**src/logic/ccr_pkg.sv**
```systemverilog
// Purpose: Constants and types for the CPU control-state and reset block
// Assumes: 64-bit status word, bit 0 is the most significant bit
package ccr_pkg;
	localparam int unsigned CLK_HZ = 10000000;
	localparam int unsigned PSW_W = 64;
	localparam int unsigned FMT_BIT = 12;
	localparam int unsigned PER_BIT = 1;
	localparam int unsigned XLATE_BIT = 5;
	localparam int unsigned IO_BIT = 6;
	localparam int unsigned EXT_BIT = 7;
	localparam int unsigned SSM_SUP_BIT = 1;
	localparam logic [8:0] ADR_TIMER = 9'h0D8;
	localparam logic [8:0] ADR_CMP = 9'h0E0;
	localparam logic [8:0] ADR_PSW = 9'h100;
	localparam logic [8:0] ADR_FPR = 9'h160;
	localparam logic [8:0] ADR_GPR = 9'h180;
	localparam logic [8:0] ADR_CR = 9'h1C0;
	localparam logic [8:0] LOW_LIMIT = 9'h1FF;
	localparam logic [3:0] N_FPR = 4'h4;
	localparam logic [4:0] N_GPR = 5'h10;
	localparam logic [4:0] N_CR = 5'h10;
	localparam logic [63:0] CR0_INIT = 64'h0000_0000_E000_0000;
	localparam logic [63:0] CR14_INIT = 64'h0000_0000_C200_0000;
	localparam logic [7:0] OPOUT_HOLD = 8'h08;
	localparam logic [2:0] RST_NONE = 3'h0;
	localparam logic [2:0] RST_SYS = 3'h1;
	localparam logic [2:0] RST_IPL = 3'h2;
	localparam logic [2:0] RST_CLR = 3'h3;
	localparam logic [2:0] RST_PON = 3'h4;
	typedef enum logic [2:0] {
		ST_RUN = 3'b000,
		ST_RESET = 3'b001,
		ST_CLEAR = 3'b010,
		ST_STOP = 3'b011,
		ST_DUMP = 3'b100
	} ccr_state_e;
	typedef struct packed {
		logic we;
		logic [8:0] addr;
		logic [63:0] data;
	} ccr_store_s;
	typedef struct packed {
		logic ssm;
		logic stnsm;
		logic stosm;
		logic [7:0] imm;
	} ccr_mask_op_s;
endpackage

```
**src/logic/ccr_ctrl.sv**
```systemverilog
// Purpose: Status-word format decode, system-mask instructions, store
//          status dump and the four reset functions
// Assumes: Storage writes one doubleword per cycle without stall
// Notes: Register file holds 4 floats, 16 generals, 16 controls
//
// Design decisions made here: the placing of the registers and strobed register access.
`timescale 1ns/1ps
`default_nettype none
module ccr_ctrl #(
	parameter int unsigned STORE_WORDS = 32'h0001_0000
) (
	// Clock and reset
	input wire logic clk_i,
	input wire logic arst_n_i,
	// Reset and store-status requests, one-cycle pulses
	input wire logic power_on_i,
	input wire logic sys_clear_i,
	input wire logic ipl_reset_i,
	input wire logic sys_reset_i,
	input wire logic store_status_i,
	// Status word load and mask instructions
	input wire logic psw_load_i,
	input wire logic [63:0] psw_i,
	input wire ccr_pkg::ccr_mask_op_s mask_op_i,
	// Register writes from the execution unit, then CPU address and channel inputs
	input wire logic cr_we_i,
	input wire logic [3:0] cr_idx_i,
	input wire logic [63:0] cr_data_i,
	input wire logic [23:0] cpu_addr_i,
	input wire logic cpu_addr_fixed_i,
	input wire logic chan_ida_i,
	// Control state outputs
	output logic basic_control_format_o,
	output logic extended_control_format_o,
	output logic per_enable_o,
	output logic conv_enable_o,
	output logic [15:0] io_enable_o,
	output logic [15:0] ext_enable_o,
	output logic chan_indirect_o,
	output logic special_op_exc_o,
	output logic [7:0] saved_mask_o,
	output logic cpu_stopped_o,
	output logic clear_pending_o,
	output logic ctl_store_load_o,
	output logic tod_clear_o,
	output logic operational_out_o,
	output ccr_pkg::ccr_store_s store_o,
	output logic [63:0] psw_o
);
	ccr_pkg::ccr_state_e state_r;
	logic [63:0] psw_r;
	logic [63:0] cr_r [16];
	logic [63:0] gpr_r [16];
	logic [63:0] fpr_r [4];
	logic [63:0] timer_r;
	logic [63:0] cmp_r;
	logic [2:0] pend_r;
	logic [2:0] kind_r;
	logic [15:0] cnt_r;
	logic [7:0] hold_r;
	logic [5:0] dump_r;

	function automatic logic psw_bit(input logic [63:0] w, input int b);
		return w[63 - b];
	endfunction

	function automatic logic [2:0] rank(input logic [2:0] a,
			input logic [2:0] b);
		return (a > b) ? a : b;
	endfunction

	wire logic ext_fmt = psw_bit(psw_r, ccr_pkg::FMT_BIT);
	wire logic [7:0] sysmask = psw_r[63:56];
	wire logic ssm_sup = psw_bit(cr_r[0], ccr_pkg::SSM_SUP_BIT + 32);

	logic [2:0] req;
	always_comb begin
		req = ccr_pkg::RST_NONE;
		if (sys_reset_i)
			req = rank(req, ccr_pkg::RST_SYS);
		if (ipl_reset_i)
			req = rank(req, ccr_pkg::RST_IPL);
		if (sys_clear_i)
			req = rank(req, ccr_pkg::RST_CLR);
		if (power_on_i)
			req = rank(req, ccr_pkg::RST_PON);
	end

	// Pulses that meet in one cycle merge, so each area changes once; a
	// request taken as a reset starts is kept for the following pass
	wire logic take_rst = (state_r == ccr_pkg::ST_RUN
		|| state_r == ccr_pkg::ST_STOP) && pend_r != ccr_pkg::RST_NONE;
	always_ff @(posedge clk_i or negedge arst_n_i) begin
		if (!arst_n_i) begin
			pend_r <= ccr_pkg::RST_NONE;
		end else if (take_rst) begin
			pend_r <= req;
		end else begin
			pend_r <= rank(pend_r, req);
		end
	end

	always_ff @(posedge clk_i or negedge arst_n_i) begin
		if (!arst_n_i) begin
			state_r <= ccr_pkg::ST_STOP;
			kind_r <= ccr_pkg::RST_NONE;
			cnt_r <= 16'h0000;
			dump_r <= 6'h00;
		end else begin
			case (state_r)
			ccr_pkg::ST_RUN, ccr_pkg::ST_STOP: begin
				if (pend_r != ccr_pkg::RST_NONE) begin
					state_r <= ccr_pkg::ST_RESET;
					kind_r <= pend_r;
				end else if (store_status_i) begin
					state_r <= ccr_pkg::ST_DUMP;
					dump_r <= 6'h00;
				end else if (psw_load_i) begin
					state_r <= ccr_pkg::ST_RUN;
				end
			end
			ccr_pkg::ST_RESET: begin
				cnt_r <= 16'h0000;
				if (kind_r >= ccr_pkg::RST_CLR)
					state_r <= ccr_pkg::ST_CLEAR;
				else
					state_r <= ccr_pkg::ST_STOP;
			end
			ccr_pkg::ST_CLEAR: begin
				cnt_r <= cnt_r + 16'h0001;
				if (32'(cnt_r) == STORE_WORDS - 1)
					state_r <= ccr_pkg::ST_STOP;
			end
			ccr_pkg::ST_DUMP: begin
				dump_r <= dump_r + 6'h01;
				if (dump_r == 6'h26)
					state_r <= ccr_pkg::ST_STOP;
			end
			default: state_r <= ccr_pkg::ST_STOP;
			endcase
		end
	end

	wire logic in_reset = state_r == ccr_pkg::ST_RESET;
	wire logic zero_regs = in_reset && kind_r >= ccr_pkg::RST_CLR;
	wire logic zero_psw = in_reset && kind_r >= ccr_pkg::RST_IPL;

	always_ff @(posedge clk_i or negedge arst_n_i) begin
		if (!arst_n_i) begin
			psw_r <= 64'h0;
			special_op_exc_o <= 1'b0;
			saved_mask_o <= 8'h00;
		end else begin
			special_op_exc_o <= 1'b0;
			if (zero_psw) begin
				psw_r <= 64'h0;
			end else if (state_r == ccr_pkg::ST_RUN) begin
				if (psw_load_i) begin
					psw_r <= psw_i;
				end else if (mask_op_i.ssm) begin
					if (ssm_sup)
						special_op_exc_o <= 1'b1;
					else
						psw_r[63:56] <= mask_op_i.imm;
				end else if (mask_op_i.stnsm) begin
					saved_mask_o <= sysmask;
					psw_r[63:56] <= sysmask & mask_op_i.imm;
				end else if (mask_op_i.stosm) begin
					saved_mask_o <= sysmask;
					psw_r[63:56] <= sysmask | mask_op_i.imm;
				end
			end else if (psw_load_i) begin
				psw_r <= psw_i;
			end
		end
	end

	// System reset leaves registers untouched; load reset only controls, timer and comparator
	always_ff @(posedge clk_i or negedge arst_n_i) begin
		if (!arst_n_i) begin
			for (int i = 0; i < 16; i++) begin
				cr_r[i] <= 64'h0;
				gpr_r[i] <= 64'h0;
			end
			for (int i = 0; i < 4; i++)
				fpr_r[i] <= 64'h0;
			timer_r <= 64'h0;
			cmp_r <= 64'h0;
		end else if (in_reset && kind_r >= ccr_pkg::RST_IPL) begin
			for (int i = 0; i < 16; i++)
				cr_r[i] <= 64'h0;
			cr_r[0] <= ccr_pkg::CR0_INIT;
			cr_r[14] <= ccr_pkg::CR14_INIT;
			timer_r <= 64'h0;
			cmp_r <= 64'h0;
			if (zero_regs) begin
				for (int i = 0; i < 16; i++)
					gpr_r[i] <= 64'h0;
				for (int i = 0; i < 4; i++)
					fpr_r[i] <= 64'h0;
			end
		end else if (cr_we_i) begin
			cr_r[cr_idx_i] <= cr_data_i;
		end
	end

	always_ff @(posedge clk_i or negedge arst_n_i) begin
		if (!arst_n_i) begin
			store_o <= '0;
		end else if (state_r == ccr_pkg::ST_CLEAR) begin
			store_o.we <= 1'b1;
			store_o.addr <= cnt_r[8:0];
			store_o.data <= 64'h0;
		end else if (state_r == ccr_pkg::ST_DUMP) begin
			store_o.we <= 1'b1;
			if (dump_r == 6'h00) begin
				store_o.addr <= ccr_pkg::ADR_TIMER;
				store_o.data <= timer_r;
			end else if (dump_r == 6'h01) begin
				store_o.addr <= ccr_pkg::ADR_CMP;
				store_o.data <= cmp_r;
			end else if (dump_r == 6'h02) begin
				store_o.addr <= ccr_pkg::ADR_PSW;
				store_o.data <= psw_r;
			end else if (dump_r < 6'h07) begin
				store_o.addr <= ccr_pkg::ADR_FPR + {dump_r - 6'h03, 3'b000};
				store_o.data <= fpr_r[2'(dump_r - 6'h03)];
			end else if (dump_r < 6'h17) begin
				store_o.addr <= ccr_pkg::ADR_GPR + {dump_r - 6'h07, 3'b000};
				store_o.data <= gpr_r[4'(dump_r - 6'h07)];
			end else begin
				store_o.addr <= ccr_pkg::ADR_CR + {dump_r - 6'h17, 3'b000};
				store_o.data <= cr_r[4'(dump_r - 6'h17)];
			end
		end else begin
			store_o <= '0;
		end
	end

	// Operational-out stays low a few cycles so control units see it
	always_ff @(posedge clk_i or negedge arst_n_i) begin
		if (!arst_n_i) begin
			hold_r <= ccr_pkg::OPOUT_HOLD;
			operational_out_o <= 1'b0;
		end else if (in_reset) begin
			hold_r <= ccr_pkg::OPOUT_HOLD;
			operational_out_o <= 1'b0;
		end else if (hold_r != 8'h00) begin
			hold_r <= hold_r - 8'h01;
			operational_out_o <= 1'b0;
		end else begin
			operational_out_o <= 1'b1;
		end
	end

	always_ff @(posedge clk_i or negedge arst_n_i) begin
		if (!arst_n_i) begin
			basic_control_format_o <= 1'b1;
			extended_control_format_o <= 1'b0;
			per_enable_o <= 1'b0;
			conv_enable_o <= 1'b0;
			io_enable_o <= 16'h0000;
			ext_enable_o <= 16'h0000;
			chan_indirect_o <= 1'b0;
			cpu_stopped_o <= 1'b1;
			clear_pending_o <= 1'b0;
			ctl_store_load_o <= 1'b0;
			tod_clear_o <= 1'b0;
			psw_o <= 64'h0;
		end else begin
			basic_control_format_o <= !ext_fmt;
			extended_control_format_o <= ext_fmt;
			per_enable_o <= ext_fmt && psw_bit(psw_r, ccr_pkg::PER_BIT);
			conv_enable_o <= ext_fmt && psw_bit(psw_r, ccr_pkg::XLATE_BIT)
				&& !cpu_addr_fixed_i && cpu_addr_i != 24'h0;
			io_enable_o <= {16{ext_fmt && psw_bit(psw_r, ccr_pkg::IO_BIT)}}
				& cr_r[2][63:48];
			ext_enable_o <= {16{ext_fmt && psw_bit(psw_r, ccr_pkg::EXT_BIT)}}
				& cr_r[0][47:32];
			chan_indirect_o <= chan_ida_i;
			cpu_stopped_o <= state_r != ccr_pkg::ST_RUN;
			clear_pending_o <= in_reset;
			ctl_store_load_o <= in_reset && kind_r == ccr_pkg::RST_PON;
			tod_clear_o <= in_reset && kind_r == ccr_pkg::RST_PON;
			psw_o <= psw_r;
		end
	end

	AST_STOP_AFTER_RESET: assert property (@(posedge clk_i)
		disable iff (!arst_n_i) in_reset |=> ##1 cpu_stopped_o)
		else $error("CPU not stopped after reset");
	AST_OPOUT_DROP: assert property (@(posedge clk_i)
		disable iff (!arst_n_i) in_reset |=> !operational_out_o)
		else $error("operational-out not dropped");
	AST_SSM_SUPPRESS: assert property (@(posedge clk_i)
		disable iff (!arst_n_i) state_r == ccr_pkg::ST_RUN && !psw_load_i
		&& mask_op_i.ssm && ssm_sup |=> special_op_exc_o
		&& $stable(psw_r))
		else $error("set mask not suppressed");
	AST_BASIC_NO_PER: assert property (@(posedge clk_i)
		disable iff (!arst_n_i) !ext_fmt |=> !per_enable_o)
		else $error("event recording in basic format");
	AST_BASIC_NO_CONV: assert property (@(posedge clk_i)
		disable iff (!arst_n_i) !ext_fmt |=> !conv_enable_o)
		else $error("address conversion in basic format");
	AST_FIXED_NO_CONV: assert property (@(posedge clk_i)
		disable iff (!arst_n_i) cpu_addr_fixed_i |=> !conv_enable_o)
		else $error("fixed address converted");
	AST_BASIC_NO_MASK: assert property (@(posedge clk_i)
		disable iff (!arst_n_i) !ext_fmt |=> io_enable_o == 16'h0000
		&& ext_enable_o == 16'h0000)
		else $error("master masks open in basic format");
	AST_IDA_PASS: assert property (@(posedge clk_i)
		disable iff (!arst_n_i) 1'b1
		|=> chan_indirect_o == $past(chan_ida_i))
		else $error("indirect addressing flag gated");
	AST_PSW_ZERO: assert property (@(posedge clk_i)
		disable iff (!arst_n_i) zero_psw |=> psw_r == 64'h0)
		else $error("status word not zeroed");
	AST_SYS_KEEP_PSW: assert property (@(posedge clk_i)
		disable iff (!arst_n_i) in_reset && kind_r == ccr_pkg::RST_SYS
		&& !psw_load_i |=> $stable(psw_r))
		else $error("status word changed by system reset");
	AST_TOD_KEEP: assert property (@(posedge clk_i)
		disable iff (!arst_n_i) in_reset && kind_r != ccr_pkg::RST_PON
		|=> !tod_clear_o)
		else $error("clock cleared by lesser reset");
	AST_DUMP_PSW: assert property (@(posedge clk_i)
		disable iff (!arst_n_i) state_r == ccr_pkg::ST_DUMP
		&& dump_r == 6'h02 |=> store_o.addr == ccr_pkg::ADR_PSW)
		else $error("status word stored at wrong address");
	AST_STNSM: assert property (@(posedge clk_i)
		disable iff (!arst_n_i) state_r == ccr_pkg::ST_RUN && !zero_psw
		&& !psw_load_i && !mask_op_i.ssm && mask_op_i.stnsm
		|=> (psw_r[63:56] & ~$past(mask_op_i.imm)) == 8'h00)
		else $error("mask bits not cleared");
	AST_STOSM: assert property (@(posedge clk_i)
		disable iff (!arst_n_i) state_r == ccr_pkg::ST_RUN
		&& !psw_load_i && !mask_op_i.ssm && !mask_op_i.stnsm
		&& mask_op_i.stosm
		|=> (psw_r[63:56] & $past(mask_op_i.imm))
		== $past(mask_op_i.imm))
		else $error("mask bits not set");
	COV_IPL: cover property (@(posedge clk_i) in_reset
		&& kind_r == ccr_pkg::RST_IPL);
	COV_CLEAR: cover property (@(posedge clk_i)
		state_r == ccr_pkg::ST_CLEAR);
	COV_DUMP: cover property (@(posedge clk_i)
		state_r == ccr_pkg::ST_DUMP);
	COV_STOSM: cover property (@(posedge clk_i) mask_op_i.stosm
		&& state_r == ccr_pkg::ST_RUN);
	COV_SSM_SUP: cover property (@(posedge clk_i) special_op_exc_o);
endmodule
`default_nettype wire

```
**config.mk**
```make
export PLATFORM = sky130hd
export DESIGN_NAME = ccr_ctrl
export DESIGN_NICKNAME = d
export VERILOG_FILES = /design/src/logic/ccr_pkg.sv /design/src/logic/ccr_ctrl.sv
export SDC_FILE = /design/constraint.sdc
export NUM_CORES = 2
export LEC_CHECK = 0
export BUFFER_PORTS_ARGS = -buffer_cell sky130_fd_sc_hd__buf_4
export CAP_MARGIN = 20
export CORE_MARGIN = 1.5
export CORE_UTILIZATION = 35
export CTS_BUF_LIST = sky130_fd_sc_hd__clkbuf_2 sky130_fd_sc_hd__clkbuf_4 sky130_fd_sc_hd__clkbuf_8
export DETAILED_ROUTE_END_ITERATION = 16
export PLACE_DENSITY = 0.6
export SETUP_SLACK_MARGIN = 0.3
export SYNTH_ARGS = -nofsm -noshare
export SYNTH_HDL_FRONTEND = slang
export SYNTH_SLANG_ARGS = --single-unit
```
**constraint.sdc**
```tcl
create_clock -name clk_i -period 9 [get_ports clk_i]
set_clock_uncertainty 0.2 [all_clocks]
set_input_delay 1.8 -clock clk_i [delete_from_list [all_inputs] [get_ports clk_i]]
set_output_delay 1.8 -clock clk_i [all_outputs]
set_load 0.1 [all_outputs]
```
==> metrics.yaml <==
outcome:
  outcome: "finished, final reports clean"
layout:
  finalInstanceArea_um2: 65530
  syn_to_final_growth_pct: 16.06
  mostFrequentLayoutCells: "1,307 x dfrtp_1, 814 x nand2_1, 770 x a22o_1, 425 x buf_4, 415 x a21oi_1"
  final_core_utilization_pct: 40.86
  final_common_cell: "dfrtp_1"
  fillCellCount: 15040
  drive_above_1_share_pct: 23.92
  num-nets-final: 4920
  layoutNonFillerInstCount: 7072
pwr:
  p_sw_share_pct: 26.94
  sum_of_internal_switching_and_leakage_power_mw: 15.76
  share_comb_of_total_power_pct: 14.6
  share_clk_of_total_power_pct: 37.7
  power_switching_mw: 4.247
  internal-power_mw: 11.52
  powerDensity_nw_per_um2: 240.5
  power_leakage_nw: 30.11
  vdd.ir_drop.worst_mv: 0.1482
  seqPwrFrac_pct: 47.7
clock_tree:
  insertion_delay_ns: 0.95
  clock_tree.htree_level_count: 4
  tritoncts: "yes"
  sinks_on_clock_net: 1314
  post_cts.resized_instances: 0
  cts_max_path_buffers: 3
  tritoncts_buffer_count: 219
  ctsHoldBuffers: 0
  post-cts-setup-buffers: 0
  ctsRootBufferMaster: "clkbuf_8"
  worst_setup_hold_path_clk_slew_ns: 0.06
logic_synthesis:
  syn-num-nets: 4771
  synthCells: 4582
  synth.ff_latch_count: 1314
  synth_edf_count: 0
  syn_area_um2: 56470
  ys_warn_count: 0
  postSynth.asyncResetShare_pct: 100.0
  postSynthAreaPerCell_um2: 12.32
  ys_types: 76
  ys_dominant_reg_cell: "dfrtp_1"
  ys_seq_area_share_pct: 58.24
sta:
  timing.hold.ws_ns: 0.2071
  grt_setup_unrepaired: "no"
  max_slew_margin_pct: 21.82
  setup-tns-final_ns: 0
  tightestPinTransition_ns: 1.173
  smallest_setup_slack_after_layout_ns: 4.519
  timing.final.crit_share_pct: 49.79
  final_max_slew_viol_count: 0
  layout_min_cycle_time_ns: 4.481
  setup_viol: 0
  timing_hold_violations_final: 0
  max_clock_freq_ghz: 0.2232
hold_path:
  worst_hold_path_type: "register to register"
drt:
  postRouteAntennaNets: 0
  routed_wl_um: 179000
  detail_route.wl_per_cell_um: 25.31
  drt-initial-drc-count: 3547
  drt_pre_antenna_iters: 7
  route.vias.total: 40020
  drcViolationCount: 0
  post_drt_via_cell_ratio: 5.659
setup_path:
  regToRegEndpoint: "store_o[12]"
  timing.critical_path.from_type: "register"
  worstSetupPathType: "register to register"
  worst_setup_path_end_kind: "register"
  ff2ff_path_depth: 7
  arrival_time_worst_endpoint_ns: 5.15
  endpoint: "store_o[12]"
  cp-startpoint: "dump_r[0]"
  critical_path_peak_fanout: 76
  critPathRequiredTime_ns: 9.66
  reg2reg_setup_slack_ns: 4.52
  r2r_start: "dump_r[0]"
floorplan:
  die_y_um: 404.7
  die_width_um: 404.7
  core_region_area_um2: 160400
  top_level_ports: 367
  floorplan.initialDensity_pct: 35.21
  floorplan.die_area_um2: 163800
  fp-row-count: 147
placement:
  post-dp-hpwl_um: 103700
  dp.cells: 6670
  finalWeightedCongestion: 0.7748
  pre_cts_slack_ns: 3.798
  detailed_place.area_um2: 60540
  portBuffers: 366
grt:
  grt_max_degree: 181
  grt_remaining_overflow: 0
  number_of_global_route_vias_before_repair: 41570
  antenna_found_initial: 13
  grt_use_total_pct: 21.80
  grt_first_pass_wirelength_um: 272500
flow_run:
  max-cap-violations: 0
==> cell families after synthesis <==
kind of cell,synth area share [%]
AOI/OAI and AO/OA,17.99
xor gates and xnor gates,0.1994
adders and majority gates,0.2437
buffers and inverters,4.230
DFF,58.24
muxes,11.55
and+or+nand+nor,7.543
==> registers in the layout (all words and copies together), names as in the netlist <==
| name | count |
|---|---|
| cr_r | 1024 |
| store_o | 74 |
| psw_o | 64 |
| psw_r | 64 |
| cnt_r | 16 |
| ext_enable_o | 16 |
| io_enable_o | 16 |
| hold_r | 8 |
| saved_mask_o | 8 |
| dump_r | 6 |
| kind_r | 3 |
| pend_r | 3 |
| state_r | 3 |
| basic_control_format_o | 1 |
| chan_indirect_o | 1 |
| clear_pending_o | 1 |
| conv_enable_o | 1 |
| cpu_stopped_o | 1 |
| operational_out_o | 1 |
| per_enable_o | 1 |
| special_op_exc_o | 1 |
| tod_clear_o | 1 |
==> power by group through the flow <==
stage	registers (mW)	logic [mW]	clock network, mW
3_5_place_dp	7.60	2.32	0
6_report	7.52	2.31	5.94
2_1_floorplan	7.67	1.51	0
3_3_place_gp	7.57	2.25	0
4_1_cts	7.51	2.32	6.06
5_1_grt	7.64	2.51	6.32
==> worst max-delay path, cell delays in order, from the launching register on <==
cell and delay [ns]:
dfrtp_4 0.94, ha_1 0.53, xnor2_2 0.16, inv_4 0.61, buf_4 1.03, nand2_1 0.43
a21oi_1 0.33, a211o_1 0.13
==> metal layers <==
metal  share of wire (%)  up-vias  track usage (%)  wire length [µm]
met1                  43    21020            30.67             77250
met4                 2.4       10            6.041              4274
li1                    -    17050                -                 -
met5               0.059        -           0.2676               106
met2                  46     1643            33.34             82790
met3                 8.1      301            5.475             14580
==> final cells by class <==
| cell class | instances | area [µm²] | area share (%) |
|---|---|---|---|
| clock inverters | 52 | 611.8 | 0.9336 |
| repair buffers | 437 | 3446 | 5.258 |
| inverters | 17 | 66.31 | 0.1012 |
| well taps | 2160 | 2703 | 4.124 |
| diodes | 4 | 10.01 | 0.01527 |
| flip-flops and latches | 1314 | 32890 | 50.19 |
| multi-input cells | 2742 | 21430 | 32.70 |
| clock buffers | 346 | 4374 | 6.675 |
==> synthesized netlist by cell type, types with 3 or more instances <==
cell | count | share of area, %
o21ai_0 | 38 | 0.34
buf_4 | 19 | 0.25
nor3_1 | 7 | 0.062
a21oi_1 | 415 | 3.7
mux4_2 | 256 | 10
a211o_1 | 53 | 0.82
o21ai_1 | 9 | 0.080
and2_1 | 7 | 0.078
nor2_2 | 11 | 0.12
buf_2 | 172 | 1.5
a211o_2 | 11 | 0.20
dfstp_2 | 5 | 0.23
clkbuf_1 | 223 | 1.5
a22o_1 | 770 | 12
and3_1 | 43 | 0.48
a21oi_2 | 8 | 0.12
a211oi_1 | 9 | 0.12
a31oi_2 | 5 | 0.11
nand2_1 | 816 | 5.4
xor2_1 | 5 | 0.078
buf_6 | 17 | 0.34
nand3_1 | 16 | 0.14
xnor2_1 | 6 | 0.093
o31ai_1 | 5 | 0.066
nand4_1 | 4 | 0.044
buf_1 | 78 | 0.52
nor4_1 | 6 | 0.066
o22a_1 | 3 | 0.047
nor2b_1 | 4 | 0.044
inv_1 | 16 | 0.11
mux2_2 | 11 | 0.22
ha_1 | 11 | 0.24
mux2i_1 | 63 | 1.1
nor2_1 | 90 | 0.60
nor3_4 | 3 | 0.086
dfrtp_1 | 1309 | 58
o22ai_1 | 4 | 0.044
o211ai_1 | 5 | 0.066
==> worst min path at each step <==
stage	startpoint	end	depth (start not counted)
after floorplan	psw_r[51]	psw_o[51]	0
after global routing	psw_r[18]	psw_o[18]	0
after CTS	psw_r[39]	psw_o[39]	0
final	psw_r[18]	psw_o[18]	0
after detailed placement	psw_r[34]	psw_o[34]	0
after global placement	psw_r[39]	psw_o[39]	0
(Power assumes the default switching activity.)
